## src/common/caller_match_pkg.sv

```systemverilog
// constants and types for the caller match block
// Operation
// - capture number once ring threshold is reached
// - no wildcard: equal length, equal characters
// - match while enabled sets output on
// - enable low holds output; clear forces off
// - retention keeps output across power-down
// - stored number: 28 chars from +,-*0-9
// - ring threshold 1 to 20, shared setting
// - trailing asterisk matches one or more characters
// - ignore detection 15 s after last ring
// - count modem ring notifications, not audible rings
// - never issue a call answer command
// - detect at lower of threshold and auto-answer
`default_nettype none
package caller_match_pkg;
  localparam int unsigned clk_hz = 50_000_000;
  localparam int unsigned guard_s = 15;
  localparam int unsigned num_len = 28;
  localparam int unsigned ring_min = 1;
  localparam int unsigned ring_max = 20;
  localparam logic [7:0] ch_plus = 8'h2B;
  localparam logic [7:0] ch_comma = 8'h2C;
  localparam logic [7:0] ch_minus = 8'h2D;
  localparam logic [7:0] ch_star = 8'h2A;
  localparam logic [7:0] ch_zero = 8'h30;
  localparam logic [7:0] ch_nine = 8'h39;
  // AXI4-Lite register byte offsets
  localparam logic [7:0] reg_ctrl = 8'h00;
  localparam logic [7:0] reg_status = 8'h04;
  localparam logic [7:0] reg_len = 8'h08;
  localparam logic [7:0] reg_cap_len = 8'h0C;
  localparam logic [7:0] reg_num_base = 8'h10;
  localparam logic [7:0] reg_cap_base = 8'h80;
  // control register fields
  localparam int unsigned ctrl_ring_lsb = 0;
  localparam int unsigned ctrl_aa_lsb = 8;
  localparam int unsigned ctrl_retain_bit = 16;
  localparam logic [4:0] ring_reset = 5'h01;
  localparam logic [1:0] resp_okay = 2'h0;
  localparam logic [1:0] resp_slverr = 2'h2;
  typedef enum logic [1:0] {st_idle, st_ring, st_guard} state_t;
endpackage
`default_nettype wire

```

## src/logic/caller_match_block.sv

```systemverilog
// caller number detector: ring counting, number capture, match and guard time
`default_nettype none
module caller_match_block #(
  parameter int unsigned guard_cycles = caller_match_pkg::guard_s * caller_match_pkg::clk_hz,
  parameter int unsigned len_max = caller_match_pkg::num_len
) (
  // clock and reset
  input wire logic aclk,
  input wire logic aresetn,
  // modem notification stream (same clock, from line decoder)
  input wire logic ring_seen,
  input wire logic clip_char_valid,
  input wire logic [7:0] clip_char,
  input wire logic clip_done,
  // function pins (from outside, synchronised here)
  input wire logic match_enable,
  input wire logic clear_in,
  input wire logic power_down,
  // result
  output logic detect_out,
  output logic guard_active,
  output logic answer_cmd,
  // AXI4-Lite slave
  input wire logic [7:0] s_axi_awaddr,
  input wire logic s_axi_awvalid,
  output logic s_axi_awready,
  input wire logic [31:0] s_axi_wdata,
  input wire logic [3:0] s_axi_wstrb,
  input wire logic s_axi_wvalid,
  output logic s_axi_wready,
  output logic [1:0] s_axi_bresp,
  output logic s_axi_bvalid,
  input wire logic s_axi_bready,
  input wire logic [7:0] s_axi_araddr,
  input wire logic s_axi_arvalid,
  output logic s_axi_arready,
  output logic [31:0] s_axi_rdata,
  output logic [1:0] s_axi_rresp,
  output logic s_axi_rvalid,
  input wire logic s_axi_rready
);
  localparam int unsigned lw = $clog2(len_max + 1);
  localparam int unsigned gw = $clog2(guard_cycles + 1);

  function automatic logic char_ok(input logic [7:0] c);
    char_ok = (c == caller_match_pkg::ch_plus) || (c == caller_match_pkg::ch_comma) ||
              (c == caller_match_pkg::ch_minus) || (c == caller_match_pkg::ch_star) ||
              ((c >= caller_match_pkg::ch_zero) && (c <= caller_match_pkg::ch_nine));
  endfunction

  function automatic logic [4:0] ring_clip(input logic [4:0] r);
    if (r < 5'(caller_match_pkg::ring_min)) ring_clip = 5'(caller_match_pkg::ring_min);
    else if (r > 5'(caller_match_pkg::ring_max)) ring_clip = 5'(caller_match_pkg::ring_max);
    else ring_clip = r;
  endfunction

  // window of len_max word registers starting at base
  function automatic logic in_win(input logic [7:0] a, input logic [7:0] base);
    in_win = (a >= base) && (a < base + 8'(4 * len_max));
  endfunction

  function automatic logic [lw-1:0] win_idx(input logic [7:0] a, input logic [7:0] base);
    win_idx = lw'((a - base) >> 2);
  endfunction

  // ==========================================================
  // pin synchronisers
  // ==========================================================
  logic [2:0] pin_s1_q, pin_s2_q;
  always_ff @(posedge aclk) begin
    if (!aresetn) begin
      pin_s1_q <= 3'h0;
      pin_s2_q <= 3'h0;
    end else begin
      pin_s1_q <= {power_down, clear_in, match_enable};
      pin_s2_q <= pin_s1_q;
    end
  end
  wire en_w = pin_s2_q[0];
  wire clr_w = pin_s2_q[1];
  wire pd_w = pin_s2_q[2];

  // ==========================================================
  // registers
  // ==========================================================
  logic [4:0] ring_thr_q, aa_thr_q;
  logic retain_q;
  logic [lw-1:0] num_len_q;
  logic [7:0] num_q [len_max];
  logic [7:0] cap_q [len_max];
  logic [lw-1:0] cap_len_q;
  logic cap_ovf_q;
  logic [4:0] ring_cnt_q;
  logic [gw-1:0] guard_q;
  caller_match_pkg::state_t state_q;
  logic capture_q;
  logic detect_q, held_q;

  // detection threshold: lower of own threshold and modem auto-answer count
  wire [4:0] thr_w = (aa_thr_q != 5'h00 && aa_thr_q < ring_thr_q) ? aa_thr_q : ring_thr_q;

  // ==========================================================
  // number comparison
  // ==========================================================
  wire star_end_w = (num_len_q != '0) &&
                    (num_q[num_len_q - lw'(1)] == caller_match_pkg::ch_star);
  wire [lw-1:0] pre_len_w = star_end_w ? num_len_q - lw'(1) : num_len_q;
  logic prefix_eq;
  always_comb begin
    prefix_eq = 1'b1;
    for (int i = 0; i < len_max; i++) begin
      if (lw'(i) < pre_len_w && num_q[i] != cap_q[i]) prefix_eq = 1'b0;
    end
  end
  wire len_ok_w = star_end_w ? (cap_len_q > pre_len_w) : (cap_len_q == num_len_q);
  wire match_w = prefix_eq && len_ok_w && !cap_ovf_q && (num_len_q != '0);

  // ==========================================================
  // ring counting, capture and guard
  // ==========================================================
  // any call, compared or not, times out a guard interval after its last ring
  wire guard_end_w = (state_q != caller_match_pkg::st_idle) && (guard_q == '0);
  wire eval_w = capture_q && clip_done;
  always_ff @(posedge aclk) begin
    if (!aresetn) begin
      state_q <= caller_match_pkg::st_idle;
      ring_cnt_q <= 5'h00;
      guard_q <= '0;
      capture_q <= 1'b0;
      cap_len_q <= '0;
      cap_ovf_q <= 1'b0;
    end else begin
      if (ring_seen) begin
        guard_q <= gw'(guard_cycles - 1);
        if (state_q != caller_match_pkg::st_guard) begin
          state_q <= caller_match_pkg::st_ring;
          if (ring_cnt_q != 5'h1F) ring_cnt_q <= ring_cnt_q + 5'h01;
          capture_q <= (ring_cnt_q + 5'h01 == thr_w);
          cap_len_q <= '0;
          cap_ovf_q <= 1'b0;
        end
      end else if (guard_end_w) begin
        state_q <= caller_match_pkg::st_idle;
        ring_cnt_q <= 5'h00;
        cap_len_q <= '0;
        capture_q <= 1'b0;
      end else begin
        if (state_q != caller_match_pkg::st_idle && guard_q != '0) guard_q <= guard_q - gw'(1);
        if (clip_char_valid && capture_q) begin
          if (cap_len_q == lw'(len_max)) cap_ovf_q <= 1'b1;
          else cap_len_q <= cap_len_q + lw'(1);
        end
        if (eval_w) begin
          capture_q <= 1'b0;
          state_q <= caller_match_pkg::st_guard;
        end
      end
    end
  end
  always_ff @(posedge aclk) begin
    if (clip_char_valid && capture_q && !ring_seen && cap_len_q != lw'(len_max))
      cap_q[cap_len_q] <= clip_char;
  end

  // ==========================================================
  // detection output with retention
  // ==========================================================
  always_ff @(posedge aclk) begin
    if (!aresetn) begin
      detect_q <= 1'b0;
      held_q <= 1'b0;
    end else begin
      if (clr_w) detect_q <= 1'b0;
      else if (pd_w) detect_q <= retain_q ? detect_q : 1'b0;
      else if (eval_w && en_w && match_w && !ring_seen) detect_q <= 1'b1;
      if (pd_w) held_q <= retain_q && detect_q && !clr_w;
    end
  end
  always_ff @(posedge aclk) begin
    if (!aresetn) begin
      detect_out <= 1'b0;
      guard_active <= 1'b0;
      answer_cmd <= 1'b0;
    end else begin
      detect_out <= detect_q;
      guard_active <= (state_q == caller_match_pkg::st_guard);
      answer_cmd <= 1'b0;
    end
  end

  // ==========================================================
  // AXI4-Lite slave
  // ==========================================================
  logic aw_got_q, w_got_q;
  logic [7:0] aw_q;
  logic [31:0] w_q;
  wire do_wr_w = aw_got_q && w_got_q && !s_axi_bvalid;
  wire num_hit_w = in_win(aw_q, caller_match_pkg::reg_num_base);
  wire [lw-1:0] num_idx_w = win_idx(aw_q, caller_match_pkg::reg_num_base);
  wire wr_ctrl_w = aw_q == caller_match_pkg::reg_ctrl;
  wire wr_len_w = aw_q == caller_match_pkg::reg_len;
  wire wr_ok_w = wr_ctrl_w || wr_len_w || num_hit_w;

  always_ff @(posedge aclk) begin
    if (!aresetn) begin
      aw_got_q <= 1'b0;
      w_got_q <= 1'b0;
      aw_q <= 8'h00;
      w_q <= 32'h0;
      s_axi_bvalid <= 1'b0;
      s_axi_bresp <= caller_match_pkg::resp_okay;
      ring_thr_q <= caller_match_pkg::ring_reset;
      aa_thr_q <= 5'h00;
      retain_q <= 1'b0;
      num_len_q <= '0;
    end else begin
      if (s_axi_awvalid && s_axi_awready) begin
        aw_got_q <= 1'b1;
        aw_q <= s_axi_awaddr;
      end
      if (s_axi_wvalid && s_axi_wready) begin
        w_got_q <= 1'b1;
        w_q <= s_axi_wdata;
      end
      if (do_wr_w) begin
        aw_got_q <= 1'b0;
        w_got_q <= 1'b0;
        s_axi_bvalid <= 1'b1;
        s_axi_bresp <= wr_ok_w ? caller_match_pkg::resp_okay : caller_match_pkg::resp_slverr;
        if (wr_ctrl_w) begin
          ring_thr_q <= ring_clip(w_q[caller_match_pkg::ctrl_ring_lsb +: 5]);
          aa_thr_q <= w_q[caller_match_pkg::ctrl_aa_lsb +: 5];
        end
        if (wr_ctrl_w) retain_q <= w_q[caller_match_pkg::ctrl_retain_bit];
        if (wr_len_w) num_len_q <= (w_q[7:0] > 8'(len_max)) ? lw'(len_max) : lw'(w_q[7:0]);
      end else if (s_axi_bvalid && s_axi_bready) begin
        s_axi_bvalid <= 1'b0;
      end
    end
  end
  // characters outside the allowed set are dropped, the old one stays
  always_ff @(posedge aclk) begin
    if (do_wr_w && num_hit_w && char_ok(w_q[7:0])) num_q[num_idx_w] <= w_q[7:0];
  end
  assign s_axi_awready = !aw_got_q && !s_axi_bvalid;
  assign s_axi_wready = !w_got_q && !s_axi_bvalid;

  wire [7:0] ra_w = s_axi_araddr;
  wire rnum_w = in_win(ra_w, caller_match_pkg::reg_num_base);
  wire rcap_w = in_win(ra_w, caller_match_pkg::reg_cap_base);
  wire [lw-1:0] rni_w = win_idx(ra_w, caller_match_pkg::reg_num_base);
  wire [lw-1:0] rci_w = win_idx(ra_w, caller_match_pkg::reg_cap_base);
  logic [31:0] rd_w;
  logic rd_ok;
  always_comb begin
    rd_w = 32'h0;
    rd_ok = 1'b1;
    if (ra_w == caller_match_pkg::reg_ctrl)
      rd_w = {15'h0, retain_q, 3'h0, aa_thr_q, 3'h0, ring_thr_q};
    else if (ra_w == caller_match_pkg::reg_status)
      rd_w = {16'h0, 3'h0, ring_cnt_q, 4'h0, held_q, capture_q,
              state_q == caller_match_pkg::st_guard, detect_q};
    else if (ra_w == caller_match_pkg::reg_len) rd_w = 32'(num_len_q);
    else if (ra_w == caller_match_pkg::reg_cap_len) rd_w = 32'(cap_len_q);
    else if (rnum_w) rd_w = {24'h0, num_q[rni_w]};
    else if (rcap_w) rd_w = {24'h0, cap_q[rci_w]};
    else rd_ok = 1'b0;
  end
  always_ff @(posedge aclk) begin
    if (!aresetn) begin
      s_axi_rvalid <= 1'b0;
      s_axi_rdata <= 32'h0;
      s_axi_rresp <= caller_match_pkg::resp_okay;
    end else if (s_axi_arvalid && s_axi_arready) begin
      s_axi_rvalid <= 1'b1;
      s_axi_rdata <= rd_w;
      s_axi_rresp <= rd_ok ? caller_match_pkg::resp_okay : caller_match_pkg::resp_slverr;
    end else if (s_axi_rvalid && s_axi_rready) begin
      s_axi_rvalid <= 1'b0;
    end
  end
  assign s_axi_arready = !s_axi_rvalid;
endmodule
`default_nettype wire

```

## config.mk

```make
export PLATFORM = sky130hd
export DESIGN_NAME = caller_match_block
export DESIGN_NICKNAME = d
export VERILOG_FILES = /design/src/common/caller_match_pkg.sv /design/src/logic/caller_match_block.sv
export SDC_FILE = /design/constraint.sdc
export NUM_CORES = 1
export LEC_CHECK = 0
export BUFFER_PORTS_ARGS = -buffer_cell sky130_fd_sc_hd__buf_2
export CORE_UTILIZATION = 30
export CTS_CLUSTER_SIZE = 20
export DETAILED_ROUTE_END_ITERATION = 10
export PLACE_DENSITY = 0.55
export SLEW_MARGIN = 20
export SYNTH_ARGS = -nofsm -noshare
export SYNTH_HDL_FRONTEND = slang
export SYNTH_SLANG_ARGS = --single-unit
```

## constraint.sdc

```tcl
create_clock -name aclk -period 5.35 [get_ports aclk]
set_input_delay 0.8025 -clock aclk [delete_from_list [all_inputs] [get_ports aclk]]
set_output_delay 0.8025 -clock aclk [all_outputs]
set_load 0.05 [all_outputs]
```

* Word-level counts from Yosys, hierarchy flattened *
Memories as Yosys holds them, arrays and structs flattened.
Index checks and enable logic that the tools add are counted.

storage, ports and cells
  memories = 2
  RAM bits = 448
  output and inout port bits = 44
  bits in read-only memories = 0
  logic and storage cells = 311
  bits in latches = 0
  bits in registers = 135

cells by class
  muxes and demuxes = 84
  magnitude comparators = 41
  divide/modulo/power cells = 0
  bitwise logic cells = 2
  eq/ne operators = 49
  multiply operators = 0
  reduce and logical (&&, ||, !) cells = 100
  shift-type cells = 0
  $add $sub $neg = 7

memory list
  memory  words  width  rd ports  clocked after Yosys merged registers in  wr ports  RTL line                  source
  cap_q   28     8      29        0                                        1         caller_match_block.sv:90  logic [7:0] cap_q [len_max];
  num_q   28     8      30        0                                        1         caller_match_block.sv:89  logic [7:0] num_q [len_max];

operator list
  cell                                                                   count
  8-bit inequality test                                                  28
  30-bit 2-to-1 mux                                                      3
  5-bit 2-to-1 mux                                                       14
  5-bit < comparator, first input constant                               12
  1-bit logical AND                                                      59
  1-bit 2-to-1 mux                                                       55
  8-bit by 6-bit == test with 1-bit output, second input constant        5
  4-bit by 5-bit < comparator with 1-bit output, first input constant    8
  8-bit 2-to-1 mux                                                       4
  30-bit logical NOT                                                     1
  30-bit nonzero test                                                    1
  30-bit by 1-bit subtractor with 30-bit output, second input constant   1
  8-bit by 4-bit == test with 1-bit output, second input constant        3
  8-bit < comparator, second input constant                              3
  3-bit by 5-bit < comparator with 1-bit output, first input constant    4
  17-bit 2-to-1 mux                                                      1
  8-bit by 5-bit >= comparator with 1-bit output, second input constant  2
  8-bit logical NOT                                                      2
  2-bit nonzero test                                                     8
  7-bit by 5-bit subtractor with 7-bit output, second input constant     2
  13-bit 2-to-1 mux                                                      1
  2-bit 2-to-1 mux                                                       6
  2-bit AND reduction                                                    6
  5-bit by 1-bit adder with 5-bit output, second input constant          2
  28 further kinds                                                       52

* Depth between registers and ports, before layout *
Gate-level depths: netlist of run 1.
An unclocked memory read counts as a cell.

  depth in word-level cells = 42
  mapped depth = 27
  gate-level depth less buffers = 20

* Worst setup path after synthesis of run 1 *
No wires, ideal clock.

  kind = register to register
  from = register num_len_q[0]
  to = register detect_q
  data arrival time = 4,262 ps
  clock period less this slack = 4,331 ps
  library setup time = 69 ps
  buffers on the path = 7
  cell stages (with the launch flop) = 28
  path slack = 1,019 ps
  cells stage by stage = dfxtp_1 -> buf_6 -> inv_1 -> buf_2 -> ha_1 -> buf_4 -> buf_4 -> buf_2 -> nor3b_1 -> a31oi_1 -> a21oi_1 -> o211ai_1 -> a22oi_2 -> a21oi_2 -> buf_6 -> buf_4 -> nand2_1 -> o21ai_1 -> ha_1 -> nor2b_1 -> o21a_1 -> o21ai_0 -> a21oi_1 -> nor2_1 -> a2111oi_0 -> nor4bb_1 -> nand4_1 -> o21ai_1

on the way
  longest elaborated chain between the ends = 42
  elaborated cells on any way between the ends = 100
  classes of those cells = add/sub (1); order compare (29); eq/ne (2); mux (30); reduce/logical (37); memory (1)

RTL lines
  what                                           RTL line                                              source
  from (decl)                                    caller_match_block.sv:88                              logic [lw-1:0] num_len_q;
  from (signal assigned)                         caller_match_block.sv:235                             if (wr_len_w) num_len_q <= (w_q[7:0] > 8'(len_max)) ? lw'(len_max) : lw'(w_q[7:0]);
  5-bit by 1-bit subtractor with 5-bit output    caller_match_block.sv:106, caller_match_block.sv:107
  memory read 28 x 8 bit                         -
  8-bit by 6-bit == test with 1-bit output       caller_match_block.sv:106                             (num_q[num_len_q - lw'(1)] == caller_match_pkg::ch_star);
  1-bit logical AND                              caller_match_block.sv:105                             wire star_end_w = (num_len_q != '0) &&
  5-bit 2-to-1 mux                               caller_match_block.sv:107                             wire [lw-1:0] pre_len_w = star_end_w ? num_len_q - lw'(1) : num_len_q;
  1-bit by 5-bit < comparator with 1-bit output  caller_match_block.sv:112                             if (lw'(i) < pre_len_w && num_q[i] != cap_q[i]) prefix_eq = 1'b0;
  1-bit logical AND                              caller_match_block.sv:112
  1-bit 2-to-1 mux (28 in a row)                 caller_match_block.sv:112
  1-bit logical AND (2 in a row)                 caller_match_block.sv:116                             wire match_w = prefix_eq && len_ok_w && !cap_ovf_q && (num_len_q != '0);
  1-bit logical AND (*)                          caller_match_block.sv:116
  1-bit logical AND (*) (2 in a row)             caller_match_block.sv:175                             else if (eval_w && en_w && match_w && !ring_seen) detect_q <= 1'b1;
  2-bit nonzero test (no line) (*)               -
  2-bit AND reduction (no line) (*)              -
  to (signal assigned)                           caller_match_block.sv:174                             else if (pd_w) detect_q <= retain_q ? detect_q : 1'b0;
  to (decl)                                      caller_match_block.sv:97                              logic detect_q, held_q;

Every way passes the cells marked *; elsewhere a longest branch is shown, timed or not.
A chain may end at the register's enable or synchronous reset.

* Worst setup path after layout of run 1 *
  from = register num_len_q[1]
  to = register detect_q

Same word-level chain as after synthesis.

==> summary by stage, run 1 <==
Synthesis
The mapped cell area is 30,000 um^2. After Yosys synthesis, and, or, nand and nor cells account for 11.0% of the synthesized area. After synthesis, the most frequently instantiated cells are edfxtp_1, xnor2_1, mux4_2, nor2_1, nand2_1. The dominant combinational cell family by area after synthesis is multiplexers. The synthesized netlist devotes 5.25% of its cell area to compound gates. In this run the mean area of a mapped cell was 14.0 um^2.

The synthesized-area fraction occupied by xor and xnor cells is 7.83%. Of the post-synthesis cell area, the dominant cell type holds 51.3%. During synthesis, Yosys emitted a total of 0 warnings. Synthesis instantiated 82 different standard cells from the library. Ranked by total cell area, the synthesized netlist is headed by edfxtp_1, mux4_2, dfxtp_1. The number of flip-flops and latches in the synthesized netlist is 624. The most frequently used flop master after synthesis is edfxtp_1. The proportion of synthesized flip-flops having asynchronous set or reset is 0%. The synthesized design contains 512 enable-type register cells. The portion of the post-synthesis area used by sequential elements is 58.8%. The most common cell in the netlist is edfxtp_1.

In the synthesized netlist, mux cells make up 13.6% of the area. The dominant cell type by area after synthesis is edfxtp_1. The synthesized netlist cell count is 2,143. Of the total synthesized cell area, the portion taken by full adders, half adders and majority gates is 0.994%.

Critical path
At the worst endpoint, the required time is 5.90 ns. Along the worst path, the maximum fanout reaches 10. The arrival time of data at the critical path endpoint is 5.39 ns.

The startpoint identified for the worst register-to-register timing path is num_len_q[1]$_SDFFE_PN0P_. The kind of start point of the critical path is a flop. The endpoint kind of the worst setup timing path is a flop. The worst-case reg-to-reg path depth is 20.

The capturing point of the worst reg2reg path is detect_q$_SDFFE_PP0P_. The critical path in this run is classified as flop to flop. The slack of the worst reg-to-reg path is 0.51 ns.

Clock network
The clock tree root buffer cell is clkbuf_16. After clock tree synthesis, the clock-pin slew on the worst setup and hold paths is 0.06 ns. The clock sink total is 624.

Post-CTS repair changed the size of 0 cells. The clock reaches the later pin of the worst-skew pair after 0.62 ns. The level count of the clock H-tree is 3. In this run, CTS created clock tree buffers numbering 66. Post-CTS timing repair inserted 0 buffers for setup.

The number of hold buffers added after CTS was 0. The CTS tree is done. The clock passes through at most 3 buffers.

STA
The measured slew at the worst slew-check pin is 1.11 ns. The post-route clock skew is 0.0314 ns. The max-slew violation count is 0. The fraction of the cycle the final worst path needs is 90.5%. Setup repair after global routing left no endpoint under its margin. The normalized max-slew margin is 25.8%. The final setup violation count is 0.

Summed over all failing endpoints, the final setup total negative slack is 0 ns. The top achievable clock speed is 206 MHz. The count of endpoints failing hold in the final timing report was 0. For the finished layout, the period the worst path requires is 4.84 ns.

Place
The post-placement cell area is 31,900 um^2. The routability congestion estimate is 1.04. The placed wire-length estimate after detailed placement is 71,200 um.

The count of buffers inserted at the top-level ports is 73.

Final layout
The number of antenna diodes in the final layout is 0. The area growth from synthesis to layout is 13.6%. The final layout net count is 2,335.

The cell area after layout is 34,100 um^2. The fill cell instance count of the final layout is 9,441. In the final layout, the share of cells above drive strength 1 is 17.7%.

Drt
The detail-routed via count per cell is 5.50. The remaining antenna violation count is 0. The detailed-route via count is 19,700. The routed length per instance is 27.4 um. After detailed routing, the number of remaining DRC violations is 0. The detailed router finished its first iteration with 2,321 violations.

The sum of routed wire length over all layers is 98,000 um. The first TritonRoute pass finished after 5 iterations.

Floorplan
Once the floorplan was initialized, standard cells occupied 30.4% of the core. The die height is 318 um. In this run the standard cell core region covers 98,700 um^2.

The die is 318 um wide. The die outline area is 101,000 um^2. In this run the count of I/O pins placed on the die edge is 117. After floorplanning, the core was divided into 115 placement rows.

GRT
The total congestion overflow is 0. The initial antenna violation count came to 6. Entering global routing, the biggest net connects 93 pins.

The number of global-route vias before repair is 19,600. The wire length of the first global-routing pass is 141,000 um. Across every metal layer, demand over resource in global routing totals 19.1%.

Hold path
The class of the tightest hold or removal check is primary input to flop. The hold-critical path depth is 2. For hold timing, the worst endpoint is pin_s1_q[1]$_SDFF_PN0_. The launch instance of the worst min-delay path is clear_in.

Run status
The run finished with clean final reports.

Pwr
The static leakage is 10.9 nW. The power density over cell area is 313 nW/um^2. IR analysis of the VDD net gives a maximum drop of 0.239 mV.

Flow run
The number of violations of the max-capacitance limit is 0.
-- cell families after synthesis --
kind of cell	after synthesis
compound gates	229
other cells	1
buf+inv	161
xor+xnor	268
flops	624
fa+ha+maj	24
mux	208
simple gates	628
-- worst max-delay path, stage by stage (launching register included) --
cell and delay [ns]:
dfxtp_1 0.33, inv_1 0.06, ha_1 0.63, nand2_1 0.44
or4_1 0.59, a21oi_1 0.20, a2111oi_2 0.10, nor4_2 0.47
a21oi_2 0.11, nand2_1 0.09, o21ai_1 0.09, ha_1 0.31
nor2b_1 0.13, o21a_1 0.11, o21ai_0 0.08, a21oi_1 0.13
nor2_1 0.05, a2111oi_0 0.30, nor4bb_1 0.28, nand4_1 0.14
o21ai_1 0.13
-- through the flow --
stage	util, %	setup WS, ns	hold WS, ns	power, mW	cells
final	34.5	0.507	0.402	10.7	3577
after global routing	34.5	0.171	0.413	10.9	3577
after floorplan	-	1.02	0.412	5.91	2171
after CTS	34.5	0.581	0.372	10.7	3577
after detailed placement	32.4	0.599	0.425	6.20	3458
after global placement	32.4	0.632	0.432	6.19	3458
-- cells in the final DEF, fill, tap and decap left out, drive strengths merged, types with 7 or more instances in the layout --
| master | count |
|---|---|
| xnor2 | 161 |
| o22ai | 9 |
| clkinvlp | 7 |
| clkbuf | 83 |
| a21boi | 36 |
| clkinv | 24 |
| nand2 | 142 |
| nor4b | 11 |
| o21a | 8 |
| nor2 | 160 |
| mux2i | 45 |
| ha | 23 |
| nor3b | 11 |
| or3 | 11 |
| o21ai | 52 |
| xor2 | 107 |
| a21oi | 44 |
| dfxtp | 112 |
| edfxtp | 512 |
| nand2b | 14 |
| conb | 29 |
| nand4 | 49 |
| nor2b | 28 |
| and2 | 22 |
| nand3 | 42 |
| nor3 | 32 |
| nor4 | 37 |
| inv | 42 |
| mux4 | 160 |
| or4 | 11 |
| a31oi | 9 |
| buf | 120 |
| nor4bb | 20 |
| and3 | 7 |
| a211oi | 7 |
| nand3b | 11 |
-- cell type report --
cell class,instances,area (um^2),share of cell area [%]
flip-flops and latches,624,17600,51.7
multi-input cells,1386,11700,34.5
clock buffers,83,1810,5.31
well taps,1287,1610,4.73
repair buffers,120,810,2.38
clock inverters,36,309,0.908
inverters,41,154,0.452
-- flip-flops by register name, indices dropped and copies added, names as in the netlist, 8 cells and up --
signal / flops
s_axi_rdata: 14
num_q: 256
w_q: 14
aw_q: 8
cap_q: 256
guard_q: 30
-- worst max path at each step --
stage | slack (ns) | startpoint | cells past startpoint | end
after global placement | 0.63 | num_len_q[1]$_SDFFE_PN0P_ | 20 | detect_q$_SDFFE_PP0P_
after CTS | 0.58 | num_len_q[1]$_SDFFE_PN0P_ | 20 | detect_q$_SDFFE_PP0P_
after detailed placement | 0.60 | num_len_q[1]$_SDFFE_PN0P_ | 20 | detect_q$_SDFFE_PP0P_
after floorplan | 1.02 | num_len_q[0]$_SDFFE_PN0P_ | 27 | detect_q$_SDFFE_PP0P_
after global routing | 0.17 | num_len_q[1]$_SDFFE_PN0P_ | 20 | detect_q$_SDFFE_PP0P_
final | 0.51 | num_len_q[1]$_SDFFE_PN0P_ | 20 | detect_q$_SDFFE_PP0P_
-- routing by layer --
metal	wire [um]	GRT usage, %	vias up
met5	13	0	-
met4	3610	7.54	2
met3	8140	3.38	158
met2	46300	31.0	1055
met1	39900	25.3	10100
li1	-	-	8359
-- power breakdown --
group / total (mW) / internal (mW) / switching, mW
Sequential: 5.34 / 5.30 / 0.0379
Combinational: 0.762 / 0.258 / 0.504
Clock: 4.55 / 2.60 / 1.95
Total: 10.7 / 8.16 / 2.49
Power figures use the tool's default switching activity.
==> run 2: changes to the inputs <==
--- a/config.mk
+++ b/config.mk
@@ -9,6 +9,7 @@
 export CORE_UTILIZATION = 30
 export CTS_CLUSTER_SIZE = 20
 export DETAILED_ROUTE_END_ITERATION = 10
+export GPL_TIMING_DRIVEN = 0
 export PLACE_DENSITY = 0.55
 export SLEW_MARGIN = 20
 export SYNTH_ARGS = -nofsm -noshare
==> run 2 against run 1 <==
Net effect: first-iteration DRC count up 22%; critical endpoint unchanged; utilization up 0.98 points; sequential share of layout area down 1.4 points; worst hold slack worse by 0.017 ns; clock power up 9.7%; global-route usage up 2.7 points; largest cell class unchanged; non-clock buffer count up 98; sequential cell count unchanged.
==> summary by stage, run 2 (synthesis gave the netlist of run 1 again) <==
STA
Setup repair after global routing left no endpoint under its margin. The measured slew at the worst slew-check pin is 1.37 ns. The final critical-path required period is 5.14 ns. The worst pin sits at a relative slew slack of 8.98%. The final setup violation count is 0.

The max-slew violation count is 0. The clock arrives with 0.0271 ns of skew. In the finished design, the share of the clock period the worst path needs comes to 96.1%. The top achievable clock speed is 194 MHz. The hold slack is 0.385 ns.

The count of endpoints failing hold in the final timing report came to 0.

Flow run
Across the run, the number of max-cap violations was 0.

GRT
The maximum number of pins on one net before global-route repair is 33. The first global-routing pass estimated 157,000 um of wire. The initial antenna violation count came to 5. After global routing the overflow that remains totals 0.

The global-route usage over all layers is 21.8%. The number of global-route vias before repair is 20,400.

Drt
The detail-routed via count per cell is 5.70. The remaining antenna violation count is 0. The first detailed-routing pass took 6 iterations.

The routed length per instance is 30.6 um. The count of unresolved DRC violations after routing is 0. The first routing iteration left 2,825 violations. The sum of routed wire length over all layers is 113,000 um.

The detailed-route via count is 21,000.

Final layout
In the final layout, the share of cells above drive strength 1 is 20.0%. The library cells used most frequently in the layout, excluding fill and tap cells, are edfxtp_1, xnor2_1, mux4_2. The relative area change from synthesis to final layout is 16.9%. The cell area after layout is 35,000 um^2. After the last flow step, the layout net total stands at 2,436. The library cell used most frequently in the layout, excluding fill and tap cells, is edfxtp_1.

After filler insertion, the fill cell instance count of the layout stands at 9,451. The largest registers in the layout are cap_q (256), num_q (256), guard_q (30).

Floorplan
The floorplan step defined a die boundary enclosing 101,000 um^2. The initial core utilization is 30.4%. The die boundary width is 318 um. Pin placement for this block handled 117 I/O pins.

The placement row count is 115. From bottom edge to top edge, the die measures 318 um. The floorplan step defined a core boundary enclosing 98,700 um^2.

Clock network
The number of buffers created by CTS is 69. The number of hold buffers added after cts is 0. The clock-pin slew on the worst setup and hold paths is 0.06 ns.

The clock tree synthesis step divided the H-tree into 3 levels. TritonCTS built the clock tree. The maximum root-to-sink buffer count is 3. The worst-skew pair later-pin latency is 0.62 ns. The tree built by TritonCTS fans out to 624 sinks. The clock tree root buffer cell is clkbuf_16.

Run status
The run finished with clean final reports.

Critical path
In this design, the critical path's most frequently occurring cell is nand4_1. The endpoint kind of the worst setup timing path is a flop. Along the worst path, the maximum fanout reaches 10. The critical path goes through buf_12 -> clkinvlp_4 -> buf_12 -> ha_4 -> buf_8 -> or3b_2 -> nand4_1 -> o311a_1 -> a221oi_2 -> buf_4 -> buf_4 -> nor3_1 -> mux2i_1 -> o2bb2ai_1 -> inv_1 -> ha_1 -> nand4_1 -> mux2i_1 -> a21oi_1 -> nor2_2 -> a2111oi_2 -> nor4bb_2 -> nand4_1 -> o21ai_1. The category of the most critical setup path is flop to flop. The kind of start point of the critical path is a flop. Among all stages on the critical path, the largest delay is contributed by or3b_2. The largest stage delay on the critical path is 0.44 ns.

Data arrives at the worst endpoint at 5.68 ns. Data on the critical path is required at its endpoint by 5.89 ns.

Pwr
In this run the power density over the cells is 320 nW/um^2. The maximum VDD drop is 0.212 mV. The total power after layout is 11.2 mW. For this design the static power due to leakage is 11.3 nW.

Place
After legalization and detailed placement, the total HPWL measured 83,300 um. The post-placement cell area is 32,300 um^2. The routability congestion estimate is 0.984. Buffers placed on the I/O ports in this run total 70.

Hold path
The class of the tightest hold or removal check is primary input to flop.
## run 2: cell count changes in the layout (fill, tap and decap cells not counted), sizes merged
cell      before  now
buf          120  151
bufinv         4   10
clkbuf        83  148
clkinv        24   30
clkinvlp       7    5
diode          0    3
inv           42   40
## run 2: layer usage
| metal | global-route usage [%] | wire (um) | up-vias |
|---|---|---|---|
| met5 | 0 | 27 | - |
| met4 | 10.7 | 6070 | 4 |
| met3 | 4.71 | 12100 | 284 |
| met2 | 34.2 | 51000 | 1442 |
| met1 | 28.6 | 43500 | 10700 |
| li1 | - | - | 8590 |
## run 2: final timing paths
path                            cells past startpoint                 startpoint  slack, ns                endpoint
worst min-delay path                                2                   clear_in       0.38  pin_s1_q[1]$_SDFF_PN0_
worst max-delay path                               24  num_len_q[0]$_SDFFE_PN0P_       0.21   detect_q$_SDFFE_PP0P_
worst max register to register                     24  num_len_q[0]$_SDFFE_PN0P_       0.21   detect_q$_SDFFE_PP0P_
worst min register to register                      1     pin_s1_q[1]$_SDFF_PN0_       0.43  pin_s2_q[1]$_SDFF_PN0_
## run 2: where the power goes
| group | total, mW | internal, mW | switching (mW) |
|---|---|---|---|
| Sequential | 5.36 | 5.30 | 0.0625 |
| Combinational | 0.838 | 0.282 | 0.556 |
| Clock | 4.99 | 2.95 | 2.04 |
| Total | 11.2 | 8.54 | 2.66 |
## run 2: worst max-delay path, delay by kind of cell (launching register included)
kind | cells | cell delay [ns]
flops | 1 | 0.35
mux | 2 | 0.25
simple gates | 7 | 1.68
fa+ha+maj | 2 | 0.53
compound gates | 6 | 1.19
buf+inv | 7 | 1.04
## run 2: final cells by class
cell class | count | area (um^2) | area share, %
Antenna cell | 3 | 7.51 | 0.0214
Buffer | 119 | 653 | 1.86
Clock buffer | 81 | 1830 | 5.24
Clock inverter | 44 | 507 | 1.45
Inverter | 41 | 165 | 0.472
Multi-Input combinational cell | 1386 | 11900 | 34.0
Sequential cell | 624 | 17600 | 50.3
Tap cell | 1287 | 1610 | 4.60
Timing Repair Buffer | 99 | 698 | 1.99
## run 2: per-stage QoR
stage,cells,setup WS (ns),TNS (ns),util (%)
after floorplan,2171,1.02,0,-
after global placement,3528,-1.09,-2.06,32.5
after detailed placement,3537,-1.06,-2.40,32.7
after CTS,3672,0.0322,0,35.3
after global routing,3681,0.0384,0,35.5
final,3684,0.208,0,35.5
## run 2: what timing repair did
item,CTS,global route
pin swaps,12,11
endpoints found under the hold margin,0,0
buffers inserted,10,10
setup endpoints to repair,1,1
resized for setup,35,24
